`src/lamp_pkg.sv`:
```
// Constants and types for the line status lamps and loop timer
//
// Behaviour
// - Timeout 5-180 min or never, default 30
// - Never keeps loopback until user ends it
// - Restore defaults keeps headers and password
// - Transmit lamp follows bits in active slots
// - Receive lamp follows bits in active slots
// - Sync-loss lamp; transmit clock when unframed
// - Alarm lamp on sync, frame, AIS, RAI
// - Channels past 24 invalid; half-second error flash
// - Invalid switches run full T1 from channel 1
// - Invalid flash overrides other error indications
// - Pattern test: error lamp on while mismatched
// - Error insertion blinks lamp once per second; code blinks it only while pattern_send is set
// - Framed: brief flash for errored seconds
// - Framing mismatch gives brief flash per second
// - No signal gives brief flash per second
// - Test lamp pattern follows active test
package lamp_pkg;

	// ----------------------------------------------------------------
	// Timing
	// ----------------------------------------------------------------
	localparam int CLK_NS           = 100;
	localparam int SEC_NS           = 1000000000;
	localparam int SEC_CYCLES_DEF   = SEC_NS / CLK_NS;
	localparam int BRIEF_NS         = 100000000;
	localparam int BRIEF_CYCLES_DEF = BRIEF_NS / CLK_NS;
	localparam int SEC_CNT_W        = 24;
	localparam logic [5:0] SEC_PER_MIN_LAST = 6'h3b;

	// ----------------------------------------------------------------
	// Channels and loop timeout codes
	// ----------------------------------------------------------------
	localparam logic [4:0] T1_CHANNELS     = 5'h18;
	localparam logic [4:0] FIRST_CHANNEL   = 5'h01;
	localparam logic [3:0] TIMEOUT_DEFAULT = 4'h3;
	localparam logic [3:0] TIMEOUT_NEVER   = 4'h9;

	// ----------------------------------------------------------------
	// Register map
	// ----------------------------------------------------------------
	localparam logic [3:0] REG_CONFIG  = 4'h0;
	localparam logic [3:0] REG_ID      = 4'h4;
	localparam logic [3:0] REG_COMMAND = 4'h8;
	localparam logic [3:0] REG_STATUS  = 4'hc;
	localparam int CMD_RESTORE_BIT  = 0;
	localparam int CMD_END_LOOP_BIT = 1;
	localparam int CFG_W            = 7;
	localparam logic [31:0] ID_RESET = 32'h0000_0000;

	typedef enum logic [1:0] {
		LOOP_NONE,
		LOOP_LOCAL,
		LOOP_REMOTE,
		LOOP_CO
	} loop_kind_t;

	typedef struct packed {
		logic [3:0] timeout_sel;
		logic       err_insert;
		logic       pattern_send;
		logic       unframed;
	} cfg_t;

	localparam cfg_t CFG_DEFAULT = '{timeout_sel: TIMEOUT_DEFAULT,
		err_insert: 1'b0, pattern_send: 1'b0, unframed: 1'b0};

	typedef struct packed {
		logic sync_lost;
		logic frame_lost;
		logic ais;
		logic rai;
		logic tx_clk_bad;
		logic frame_err;
		logic frame_mismatch;
		logic no_signal;
		logic pattern_mismatch;
		logic loop_pattern_sending;
	} line_status_t;

	typedef struct packed {
		logic tx;
		logic rx;
		logic sync_loss;
		logic alarm;
		logic err;
		logic test;
	} lamps_t;

	typedef struct packed {
		loop_kind_t loop;
		logic       invalid;
		lamps_t     lamps;
		logic [4:0] eff_slots;
		logic [4:0] eff_start;
	} status_word_t;

	// Minutes for a timeout code; zero means never (or an unused code)
	function automatic logic [7:0] timeout_minutes(input logic [3:0] sel);
		logic [7:0] m;
		m = 8'h00;
		unique case (sel)
			4'h0: m = 8'h05;
			4'h1: m = 8'h0a;
			4'h2: m = 8'h0f;
			4'h3: m = 8'h1e;
			4'h4: m = 8'h2d;
			4'h5: m = 8'h3c;
			4'h6: m = 8'h5a;
			4'h7: m = 8'h78;
			4'h8: m = 8'hb4;
			default: m = 8'h00;
		endcase
		return m;
	endfunction

endpackage

```
`src/line_status_indicator_and_loop_timer.sv`:
```
// Front-panel lamp driver and loopback timeout for a T1 line unit
//
// The address-and-strobe port and the register offsets were chosen for this implementation.
`timescale 1ns/10ps
module line_status_indicator_and_loop_timer #(
	parameter int SEC_CYCLES   = lamp_pkg::SEC_CYCLES_DEF,
	parameter int BRIEF_CYCLES = lamp_pkg::BRIEF_CYCLES_DEF
) (
	input  wire logic                  core_clk,
	input  wire logic                  rstn,
	input  wire logic [3:0]            addr,
	input  wire logic [31:0]           wdata,
	input  wire logic                  wr,
	input  wire logic                  rd,
	output      logic [31:0]           rdata,
	input  wire logic [4:0]            sw_start_chan,
	input  wire logic [4:0]            sw_slots,
	input  wire lamp_pkg::line_status_t line_status,
	input  wire logic                  tx_bit,
	input  wire logic                  tx_slot_active,
	input  wire logic                  rx_bit,
	input  wire logic                  rx_slot_active,
	input  wire logic                  loop_start,
	input  wire lamp_pkg::loop_kind_t  loop_req_kind,
	input  wire logic                  loop_stop,
	output      lamp_pkg::lamps_t      lamps,
	output      lamp_pkg::loop_kind_t  loop_kind,
	output      logic                  loop_timeout,
	output      logic [4:0]            eff_start_chan,
	output      logic [4:0]            eff_slots,
	output      logic                  pattern_send,
	output      logic                  err_insert
);

	// ----------------------------------------------------------------
	// State
	// ----------------------------------------------------------------
	typedef struct packed {
		logic [4:0]                    sw_a_start;
		logic [4:0]                    sw_a_slots;
		logic [4:0]                    sw_b_start;
		logic [4:0]                    sw_b_slots;
		lamp_pkg::cfg_t                cfg;
		logic [31:0]                   id;
		logic [31:0]                   rdata;
		logic [lamp_pkg::SEC_CNT_W-1:0] sec_cnt;
		logic [5:0]                    loop_sec;
		logic [7:0]                    loop_min;
		logic                          fe_seen;
		logic                          fe_last;
		lamp_pkg::loop_kind_t          loop;
		logic                          timeout_pulse;
		logic                          invalid;
		logic [4:0]                    eff_start;
		logic [4:0]                    eff_slots;
		lamp_pkg::lamps_t              lamps;
	} state_t;

	localparam state_t ST_RESET = '{
		sw_a_start: 5'h00, sw_a_slots: 5'h00,
		sw_b_start: 5'h00, sw_b_slots: 5'h00,
		cfg: lamp_pkg::CFG_DEFAULT, id: lamp_pkg::ID_RESET,
		rdata: 32'h0000_0000, sec_cnt: '0, loop_sec: 6'h00,
		loop_min: 8'h00, fe_seen: 1'b0, fe_last: 1'b0,
		loop: lamp_pkg::LOOP_NONE, timeout_pulse: 1'b0,
		invalid: 1'b0, eff_start: lamp_pkg::FIRST_CHANNEL,
		eff_slots: lamp_pkg::T1_CHANNELS, lamps: '0};

	// Local copy of the counter width so the size casts below stay simple
	localparam int SEC_W = lamp_pkg::SEC_CNT_W;
	localparam logic [SEC_W-1:0] SEC_LAST  = SEC_W'(SEC_CYCLES - 1);
	localparam logic [SEC_W-1:0] SEC_HALF  = SEC_W'(SEC_CYCLES / 2);
	localparam logic [SEC_W-1:0] BRIEF_LEN = SEC_W'(BRIEF_CYCLES);

	state_t st;
	state_t next_st;

	logic       tick;
	logic       brief;
	logic       half;
	logic       cfg_wr;
	logic       id_wr;
	logic       cmd_wr;
	logic       restore;
	logic       end_cmd;
	logic [5:0] chan_sum;
	logic       sw_invalid;
	logic [7:0] limit_min;
	logic       expired;
	lamp_pkg::cfg_t      cfg_in;
	lamp_pkg::status_word_t status_word;

	assign tick    = st.sec_cnt == SEC_LAST;
	assign brief   = st.sec_cnt < BRIEF_LEN;
	assign half    = st.sec_cnt < SEC_HALF;
	assign cfg_wr  = wr && addr == lamp_pkg::REG_CONFIG;
	assign id_wr   = wr && addr == lamp_pkg::REG_ID;
	assign cmd_wr  = wr && addr == lamp_pkg::REG_COMMAND;
	assign restore = cmd_wr && wdata[lamp_pkg::CMD_RESTORE_BIT];
	assign end_cmd = cmd_wr && wdata[lamp_pkg::CMD_END_LOOP_BIT];
	assign cfg_in  = lamp_pkg::cfg_t'(wdata[lamp_pkg::CFG_W-1:0]);

	// A start channel plus slot count must end at or before the last one
	assign chan_sum   = {1'b0, st.sw_b_start} + {1'b0, st.sw_b_slots};
	assign sw_invalid = st.sw_b_start == 5'h00 || st.sw_b_slots == 5'h00 ||
		chan_sum > {1'b0, lamp_pkg::T1_CHANNELS} + 6'h01;

	// Zero minutes stands for never: such a loop only ends on command
	assign limit_min = lamp_pkg::timeout_minutes(st.cfg.timeout_sel);
	assign expired   = st.loop != lamp_pkg::LOOP_NONE &&
		limit_min != 8'h00 && st.loop_min >= limit_min;

	assign status_word = '{loop: st.loop, invalid: st.invalid,
		lamps: st.lamps, eff_slots: st.eff_slots,
		eff_start: st.eff_start};

	// ----------------------------------------------------------------
	// Next state
	// ----------------------------------------------------------------
	always_comb begin
		next_st = st;

		// Switch pins pass two flip-flops before use
		next_st.sw_a_start = sw_start_chan;
		next_st.sw_a_slots = sw_slots;
		next_st.sw_b_start = st.sw_a_start;
		next_st.sw_b_slots = st.sw_a_slots;

		next_st.sec_cnt = tick ? '0 : st.sec_cnt + 1'b1;

		// Registers; unused timeout codes leave the selection as it was
		if (cfg_wr) begin
			next_st.cfg = cfg_in;
			if (cfg_in.timeout_sel > lamp_pkg::TIMEOUT_NEVER) begin
				next_st.cfg.timeout_sel = st.cfg.timeout_sel;
			end
		end
		if (id_wr) begin
			next_st.id = wdata;
		end
		if (restore) begin
			next_st.cfg = lamp_pkg::CFG_DEFAULT;
		end
		next_st.rdata = 32'h0000_0000;
		if (rd) begin
			case (addr)
				lamp_pkg::REG_CONFIG: next_st.rdata = 32'(st.cfg);
				lamp_pkg::REG_ID:     next_st.rdata = st.id;
				lamp_pkg::REG_STATUS: next_st.rdata = 32'(status_word);
				default:              next_st.rdata = 32'h0000_0000;
			endcase
		end

		// Switch validation
		next_st.invalid = sw_invalid;
		if (sw_invalid) begin
			next_st.eff_start = lamp_pkg::FIRST_CHANNEL;
			next_st.eff_slots = lamp_pkg::T1_CHANNELS;
		end else begin
			next_st.eff_start = st.sw_b_start;
			next_st.eff_slots = st.sw_b_slots;
		end

		// Loop timer; a new start wins over a stop or a timeout
		next_st.timeout_pulse = 1'b0;
		if (st.loop != lamp_pkg::LOOP_NONE && tick) begin
			if (st.loop_sec == lamp_pkg::SEC_PER_MIN_LAST) begin
				next_st.loop_sec = 6'h00;
				if (st.loop_min != 8'hff) begin
					next_st.loop_min = st.loop_min + 8'h01;
				end
			end else begin
				next_st.loop_sec = st.loop_sec + 6'h01;
			end
		end
		if (expired) begin
			next_st.loop          = lamp_pkg::LOOP_NONE;
			next_st.timeout_pulse = 1'b1;
		end
		if (loop_stop || end_cmd) begin
			next_st.loop = lamp_pkg::LOOP_NONE;
		end
		if (loop_start) begin
			next_st.loop     = loop_req_kind;
			next_st.loop_sec = 6'h00;
			next_st.loop_min = 8'h00;
		end

		// Errored seconds; an error in the closing cycle still counts
		if (tick) begin
			next_st.fe_last = st.fe_seen ||
				(line_status.frame_err && !st.cfg.unframed);
			next_st.fe_seen = 1'b0;
		end else if (line_status.frame_err && !st.cfg.unframed) begin
			next_st.fe_seen = 1'b1;
		end

		// Lamps
		next_st.lamps.tx = tx_bit && tx_slot_active;
		next_st.lamps.rx = rx_bit && rx_slot_active;
		next_st.lamps.sync_loss = st.cfg.unframed ?
			line_status.tx_clk_bad : line_status.sync_lost;
		next_st.lamps.alarm = line_status.sync_lost ||
			line_status.frame_lost || line_status.ais ||
			line_status.rai;

		if (st.invalid) begin
			next_st.lamps.err = half;
		end else if (st.cfg.pattern_send) begin
			if (line_status.pattern_mismatch) begin
				next_st.lamps.err = 1'b1;
			end else begin
				next_st.lamps.err = st.cfg.err_insert && brief;
			end
		end else begin
			next_st.lamps.err = brief && (st.fe_last ||
				line_status.frame_mismatch ||
				line_status.no_signal);
		end

		if (st.cfg.pattern_send || line_status.loop_pattern_sending) begin
			next_st.lamps.test = 1'b1;
		end else begin
			unique case (st.loop)
				lamp_pkg::LOOP_NONE:   next_st.lamps.test = 1'b0;
				lamp_pkg::LOOP_LOCAL:  next_st.lamps.test = brief;
				lamp_pkg::LOOP_REMOTE: next_st.lamps.test = !brief;
				lamp_pkg::LOOP_CO:     next_st.lamps.test = !brief;
			endcase
		end
	end

	always_ff @(posedge core_clk or negedge rstn) begin
		if (!rstn) begin
			st <= ST_RESET;
		end else begin
			st <= next_st;
		end
	end

	assign rdata          = st.rdata;
	assign lamps          = st.lamps;
	assign loop_kind      = st.loop;
	assign loop_timeout   = st.timeout_pulse;
	assign eff_start_chan = st.eff_start;
	assign eff_slots      = st.eff_slots;
	assign pattern_send   = st.cfg.pattern_send;
	assign err_insert     = st.cfg.err_insert;
endmodule

```
`config.mk`:
```
export PLATFORM = sky130hd
export DESIGN_NAME = line_status_indicator_and_loop_timer
export DESIGN_NICKNAME = d
export VERILOG_FILES = /design/src/lamp_pkg.sv /design/src/line_status_indicator_and_loop_timer.sv
export SDC_FILE = /design/constraint.sdc
export NUM_CORES = 1
export LEC_CHECK = 0
export BUFFER_PORTS_ARGS = -buffer_cell sky130_fd_sc_hd__buf_2
export CAP_MARGIN = 25
export CORE_ASPECT_RATIO = 1.25
export CORE_MARGIN = 4
export CORE_UTILIZATION = 40
export DETAILED_ROUTE_END_ITERATION = 10
export GPL_ROUTABILITY_DRIVEN = 0
export GPL_TIMING_DRIVEN = 0
export MAX_ROUTING_LAYER = met4
export PLACE_DENSITY = 0.66
export RECOVER_POWER = 50
export SYNTH_ARGS = -nofsm -noshare
export SYNTH_HDL_FRONTEND = slang
export SYNTH_SLANG_ARGS = --single-unit
```
`constraint.sdc`:
```
create_clock -name core_clk -period 2.3 [get_ports core_clk]
set_clock_uncertainty 0.05 [all_clocks]
set_input_delay 0.23 -clock core_clk [delete_from_list [all_inputs] [get_ports core_clk]]
set_output_delay 0.23 -clock core_clk [all_outputs]
set_load 0.02 [all_outputs]
```
Word-level counts from Yosys, hierarchy flattened
Memory sizes are Yosys's and may differ from the RTL's. Index checks and enable logic that the tools add are counted.

Output and inout port bits: 53. ROM bits: 128. Word-level logic and storage cells: 109. Register bits after elaboration: 151. Memories: 1. Input port bits: 68.

$add $sub $neg: 4. Muxes and demuxes: 23. Reduce and logical (&&, ||, !) cells: 40. Equal/unequal tests: 10. $lt $le $gt $ge: 5.

Memory list: (name not given) (words 16, bits a word 8, read ports 1, clocked after Yosys merged registers in 0, wr ports 0, line lamp_pkg.sv:104) `unique case (sel)`.

Operator list (count): 32-bit one-hot mux with 3 select lines (1); 32-bit two-way mux (1); 14-bit two-way mux (2); 24-bit by 1-bit adder with 24-bit output (second input constant) (1); 24-bit equality test (second input constant) (1); 24-bit by 20-bit < comparator with 1-bit output (second input constant) (1); 24-bit by 23-bit < comparator with 1-bit output (second input constant) (1); 24-bit two-way mux (1); 8-bit two-way mux (2); 7-bit two-way mux (2); 1-bit logical AND (13); 2-bit nonzero test (6); 5-bit zero test (2); 1-bit logical OR (10); 10-bit two-way mux (1); 8-bit by 1-bit adder with 8-bit output (second input constant) (1); 4-bit equality test (second input constant) (2); 8-bit greater-or-equal comparator (1); 8-bit inequality test (second input constant) (1); 8-bit nonzero test (1); 1-bit two-way mux (7); 5-bit by 5-bit adder with 6-bit output (1); 6-bit by 1-bit adder with 6-bit output (second input constant) (1); 6-bit equality test (second input constant) (1); other kinds (18) (21).

Logic depth before layout (Yosys ltp)
Gate-level depths: netlist of run 1. An unclocked memory read counts as a cell.

Depth in word-level cells: 7. Depth in mapped cells: 9. Mapped depth without buffers: 8.

Least setup slack after synthesis of run 1
Ideal clock, no wire load.

Kind: register to register. From: register st[128] (netlist name). To: register st, in the netlist loop_kind[0]. Period minus slack after synthesis: 2.424 ns. Buffers on the path: 1. Library setup time: 0.122 ns. Required time: 2.128 ns. Slack: -0.124 ns. Arrival: 2.252 ns. Cell stages (with the launch flop): 9. Cells stage by stage: dfstp_2 > clkbuf_1 > nor3_1 > or2_2 > ha_1 > o21ai_0 > a2111oi_0 > o21ai_0 > a32o_1.

Cells in the longest elaborated chain, start to end: 5. Elaborated cells on any way between the ends: 6. Those cells by class: order compare: 1; reduce/logical: 4; memory: 1.

RTL lines: start, declared (line line_status_indicator_and_loop_timer.sv:75) `state_t st;`; start signal, assigned (line line_status_indicator_and_loop_timer.sv:237) `st <= next_st;`; memory read 16 x 8 bit (*); parallel branches: the longest is 2 deep, another holds 8-bit greater-or-equal comparator; 1-bit logical AND (*) (line line_status_indicator_and_loop_timer.sv:111) `limit_min != 8'h00 && st.loop_min >= limit_min;`; 3-bit nonzero test (no line) (*).

Every way passes the cells marked *. A chain may end at the register's enable or synchronous reset.

Final worst setup path of run 1
From: register st[128] (netlist name). To: register st, in the netlist loop_kind[1].

Same word-level chain as after synthesis.

==> results of run 1 <==
## logic make-up (layout without fill, tap and decap cells)
kind of cell    Yosys count  after routing  share of synthesized area
simple gates            207            208                      0.162
flops                   151            151                      0.544
compound gates           97             97                     0.0899
buf+inv                  93            303                     0.0789
mux                      43             43                     0.0678
xor+xnor                 21             21                     0.0264
fa+ha+maj                17             17                     0.0316
## worst min path at each step
stage	to	cells after the start
2_1_floorplan	eff_slots[0]	0
3_3_place_gp	st[136]	0
3_5_place_dp	loop_timeout	1
4_1_cts	st[102]	2
5_1_grt	st[100]	2
6_report	st[102]	2
## flip-flops by register name, indices dropped and copies added, names as in the netlist
| register | flops |
|---|---|
| pattern_send | 1 |
| lamps | 6 |
| loop_kind | 2 |
| next_st | 10 |
| rdata | 32 |
| st | 88 |
| loop_timeout | 1 |
| eff_slots | 5 |
| eff_start_chan | 5 |
| err_insert | 1 |
## final cells by class
type | instances | area [um^2]
Fill cell | 1494 | 7790
Inverter | 15 | 56.3
Tap cell | 220 | 275
Clock buffer | 22 | 444
Timing Repair Buffer | 183 | 1160
Sequential cell | 151 | 3790
Multi-Input combinational cell | 386 | 2830
Buffer | 73 | 485
Clock inverter | 10 | 153
## stage by stage
step | total power, mW | area, um^2 | utilization
floorplan | 3.54 | 6960 | -
global placement | 3.82 | 7820 | 0.461
detailed placement | 3.86 | 7860 | 0.463
CTS | 6.90 | 9170 | 0.540
global route | 7.14 | 9190 | 0.541
finish | 6.84 | 9190 | 0.541
## routing by layer
metal,track usage,up-vias,routed length [um],share of wire
li1,-,2576,-,-
met1,0.213,2574,6980,0.42
met2,0.308,135,8610,0.52
met3,0.0306,25,709,0.043
met4,0.0690,0,333,0.020
met5,-,-,0,0
## Yosys cell counts (4+ instances only)
cell type  number  area share
mux2_2         33       0.053
ha_1           16       0.029
inv_1          15      0.0081
buf_1           5      0.0027
xor2_1          8       0.010
nand3_1        21       0.015
or4_1           7      0.0075
nor2b_1         4      0.0036
nor3_1         11      0.0079
and2_1          8      0.0072
nand2_1        25       0.013
nand4_1        11      0.0099
nand2b_1        6      0.0054
xnor2_1        13       0.016
clkbuf_1       18      0.0097
mux2i_1        10       0.014
a21oi_1        27       0.019
nand3b_1        7      0.0075
nor2_1         59       0.032
o21ai_0        17       0.012
nor4_1          8      0.0072
a31oi_1        10      0.0090
buf_4          50       0.054
o31ai_1         9      0.0097
dfrtp_1       146        0.52
and3_1         22       0.020
a211oi_1        6      0.0065
dfstp_2         5       0.019
a22oi_1        13       0.014
or2_2           4      0.0036
## repair_timing
item | in CTS | in global routing
cloned | 1 | 0
endpoints found under the setup margin | 24 | 44
resized for setup | 36 | 25
buffers inserted | 22 | 2
hold buffers | 41 | 0
pin swaps | 18 | 12
hold endpoints to repair | 88 | 0
## power groups by stage
stage / Sequential (mW) / Clock, mW / Combinational [mW]
after detailed placement: 3.08 / 0 / 0.773
after CTS: 3.05 / 2.88 / 0.968
after global routing: 3.07 / 2.99 / 1.08
final: 3.05 / 2.82 / 0.972
after global placement: 3.07 / 0 / 0.750
after floorplan: 3.03 / 0 / 0.504
==> results.cfg, run 1 <==
[die]
rows = 53
die_x_um = 126
ios = 121
start_util = 0.410
core_area_mm2 = 0.0170
die_h_um = 155
die_area_mm2 = 0.0196

[final_layout]
fin_cells = 1060
layout_common_cells = dfrtp_1, buf_2, buf_4
final_nets = 912
final_common_cell = dfrtp_1
drive_gt1_frac = 0.318
num_antenna_cells = 0
syn_to_final_growth_pct = 32.0

[detailed_routing]
vias = 5310
final_antenna_net_count = 0
routed_wl_um = 16600
initialDrtViolationCount = 272
drtPass1Iterations = 4
wl_per_cell_um = 15.7
routed_via_density = 5.01
drc = 0

[logic_synthesis]
seq_area_frac_synth = 0.544
postSynthAreaPerCell_um2 = 11.1
synthArstFlopShare = 1.00
ys_ff_latch = 151
synthDistinctLibCells = 54
synth_enable_flop_cells = 0
ys.warnings.count = 0
syn_inst = 629
syn_area_mm2 = 0.00696
syn_nets = 714
synth_ff_type = dfrtp_1

[setup_path]
path_common_cell = nor2_1
crit_path_top_delay_cell = dfstp_2
ff2ff_path_depth = 10
r2r-end = loop_kind[1]
cp.depth = 10
crit_end = loop_kind[1]
crit_chain = buf_6 > xnor2_1 > nor2_1 > nor2_1 > ha_2 > o21ai_2 > a2111oi_2 > o21ai_1 > buf_4 > a32o_1
startpoint = st[128]
critical_path_buf_inv_count = 2
cp.required_ps = 2560
worstSetupEndpointType = flip-flop
cpPeakStageDelay_ps = 620
start_kind = flip-flop
crit_family = compound AO/OA/AOI/OAI gates
path_class = reg -> reg
r2r_start = st[128]
critical_path.max_fanout = 5
cp.arrival_ps = 2570
r2r_slack_ps = -20

[global_routing]
antenna_found_initial = 0
grt_use_total = 0.180
grt_pass1_vias = 5335
grt_overflow_total = 0
grt_max_degree = 98
grt_pass1_wl_um = 27300

[power]
p_seq_frac = 0.446
internal-power_mw = 5.20
comb_power_share = 0.142
swShare = 0.240
power.leakage_nw = 4.24
powerDensity_mw_per_mm2 = 745
power_switching_mw = 1.64
ir_worst_vdd_mv = 0.565
pwr-share-clk = 0.412

[hold_path]
hold_path_class = in -> reg
hp-start = wdata[10]

[timing]
relSlewSlack = 0.0971
setup_viol = 2
fin_setup_tns_ps = -32.4
rsz0062_at_grt = true
hold_viol = 0
final.period_utilization = 1.01
setup_slack_ps = -17.5
drv_slew = 0
tightest_slew_ps = 1350
period_minus_slack_ps = 2320
max_freq_mhz = 431
whs_ps = 8.47

[clocking]
cts_max_path_buffers = 2
cts_buffers = 17
htreeDepth = 4
cts_tree = built
cts.sinks = 151
clk_pin_slew_ps = 60
worst_skew_pair.late_latency_ps = 420
cts_root_buffer = clkbuf_16

[placed_design]
dp_hpwl_um = 11400
place_inst = 967
port_buffers = 117
dp_slack_ps = -442

[status]
failed_checks = setup timing
outcome = complete, but fails checks

[run]
cap_violations = 0
Note: power is estimated with default switching activity, not from simulation.
==> inputs of run 2 (changes only) <==
--- a/config.mk
+++ b/config.mk
@@ -16,6 +16,7 @@
 export MAX_ROUTING_LAYER = met4
 export PLACE_DENSITY = 0.66
 export RECOVER_POWER = 50
+export SKIP_CTS_REPAIR_TIMING = 1
 export SYNTH_ARGS = -nofsm -noshare
 export SYNTH_HDL_FRONTEND = slang
 export SYNTH_SLANG_ARGS = --single-unit
==> constraint.sdc (replaced) <==
create_clock -name core_clk -period 2.3 [get_ports core_clk]
set_clock_uncertainty 0.05 [all_clocks]
set_input_delay 0.115 -clock core_clk [delete_from_list [all_inputs] [get_ports core_clk]]
set_output_delay 0.115 -clock core_clk [all_outputs]
set_load 0.02 [all_outputs]
==> results.cfg, run 2 (synthesis gave the netlist of run 1 again) <==
[die]
die_area_mm2 = 0.0196
start_util = 0.410
ios = 121
die_x_um = 126
core_area_mm2 = 0.0170
die_h_um = 155
rows = 53

[clocking]
cts_root_buffer = clkbuf_16
cts_max_path_buffers = 2
clk_pin_slew_ps = 60
cts_buffers = 17
htreeDepth = 4
cts.sinks = 151
cts_tree = built
worst_skew_pair.late_latency_ps = 420

[run]
cap_violations = 0

[setup_path]
crit_chain = buf_6 > nand2b_1 > a21o_1 > ha_4 > a2111oi_4 > a2111oi_4 > o21ai_1 > buf_4 > a32o_1
cpPeakStageDelay_ps = 650
critical_path.max_fanout = 7
critical_path_buf_inv_count = 2
cp.arrival_ps = 2680
startpoint = st[128]
start_kind = flip-flop
crit_family = compound AO/OA/AOI/OAI gates
path_common_cell = a2111oi_4
crit_path_top_delay_cell = dfstp_2
r2r_start = st[128]
cp.required_ps = 2560
worstSetupEndpointType = flip-flop
path_class = reg -> reg

[detailed_routing]
vias = 5408
final_antenna_net_count = 0
wl_per_cell_um = 15.9
drc = 0
initialDrtViolationCount = 303
routed_via_density = 5.04
drtPass1Iterations = 8
routed_wl_um = 17100

[global_routing]
antenna_found_initial = 0
grt_pass1_wl_um = 25200
grt_pass1_vias = 4901
grt_max_degree = 98
grt_use_total = 0.167
grt_overflow_total = 0

[timing]
relSlewSlack = 0.107
drv_slew = 0
period_minus_slack_ps = 2420
setup_viol = 9
fin_setup_tns_ps = -632
setup_slack_ps = -122
final.period_utilization = 1.05
tightest_slew_ps = 1340
max_freq_mhz = 413
rsz0062_at_grt = true
hold_viol = 0

[hold_path]
hold_path_class = in -> reg
hp-start = line_status[1]

[power]
powerDensity_mw_per_mm2 = 731
power_switching_mw = 1.66
ir_worst_vdd_mv = 0.567
finalPower_mw = 6.88
p_seq_frac = 0.444
swShare = 0.241
power.leakage_nw = 4.30
internal-power_mw = 5.22
pwr-share-clk = 0.411
comb_power_share = 0.145

[final_layout]
largest_reg_flops = 88
drive_gt1_frac = 0.328
nFillCells = 1480
fin_cells = 1074
layout_common_cells = dfrtp_1, buf_2, buf_4
num_antenna_cells = 0
regMostFlops = st
final_nets = 926
fin_util = 0.555
final_common_cell = dfrtp_1
syn_to_final_growth_pct = 35.3

[placed_design]
place_inst = 967
dp_hpwl_um = 11400
port_buffers = 117

[status]
outcome = complete, but fails checks
failed_checks = setup timing
run 2: layer usage:
metal  part of all wire  global-route usage  wire length (um)  up-vias
li1                   -                   -                 -     2605
met2               0.53               0.271              8990      123
met4              0.018              0.0700               316        0
met3              0.043              0.0295               743       19
met1               0.41               0.206              7040     2661
met5                  0                   -                 0        -
run 2: worst min-delay path: cells and delay by family:
kind	cells	cell delay (ps)
AO/OA/AOI/OAI	2	240
buffers and inverters	1	70
AND/OR/NAND/NOR	1	50
run 2: through the flow:
stage / instance area, um^2 / hold slack [ps] / setup slack (ps)
2_1_floorplan: 6960 / -231 / 15.0
3_3_place_gp: 7820 / 174 / -1190
3_5_place_dp: 7860 / 61.5 / -442
4_1_cts: 8450 / -386 / -482
5_1_grt: 9410 / 54.3 / -202
6_report: 9410 / 46.2 / -122
run 2: cell type report:
| cell class | instances | area [um^2] | share of cell area |
|---|---|---|---|
| clock buffers | 22 | 444 | 0.0472 |
| repair buffers | 196 | 1290 | 0.137 |
| inverters | 15 | 56.3 | 0.00598 |
| clock inverters | 10 | 153 | 0.0162 |
| multi-input cells | 386 | 2910 | 0.310 |
| well taps | 220 | 275 | 0.0292 |
| plain buffers | 74 | 492 | 0.0522 |
| flip-flops and latches | 151 | 3790 | 0.403 |
run 2: final timing paths:
kind	endpoint	slack, ps	cells past startpoint
max	loop_kind[1]	-120	9
max reg2reg	loop_kind[1]	-120	9
min in group asynchronous	st[97]	480	2
min reg2reg	st[136]	300	0
min	lamps[1]	50	4
max in group asynchronous	st[36]	360	3
run 2: power groups by stage:
stage	Sequential, mW	Clock (mW)	Combinational [mW]
3_5_place_dp	3.08	0	0.773
6_report	3.05	2.83	0.999
5_1_grt	3.08	2.99	1.10
4_1_cts	3.04	2.88	0.778
2_1_floorplan	3.03	0	0.504
3_3_place_gp	3.07	0	0.750
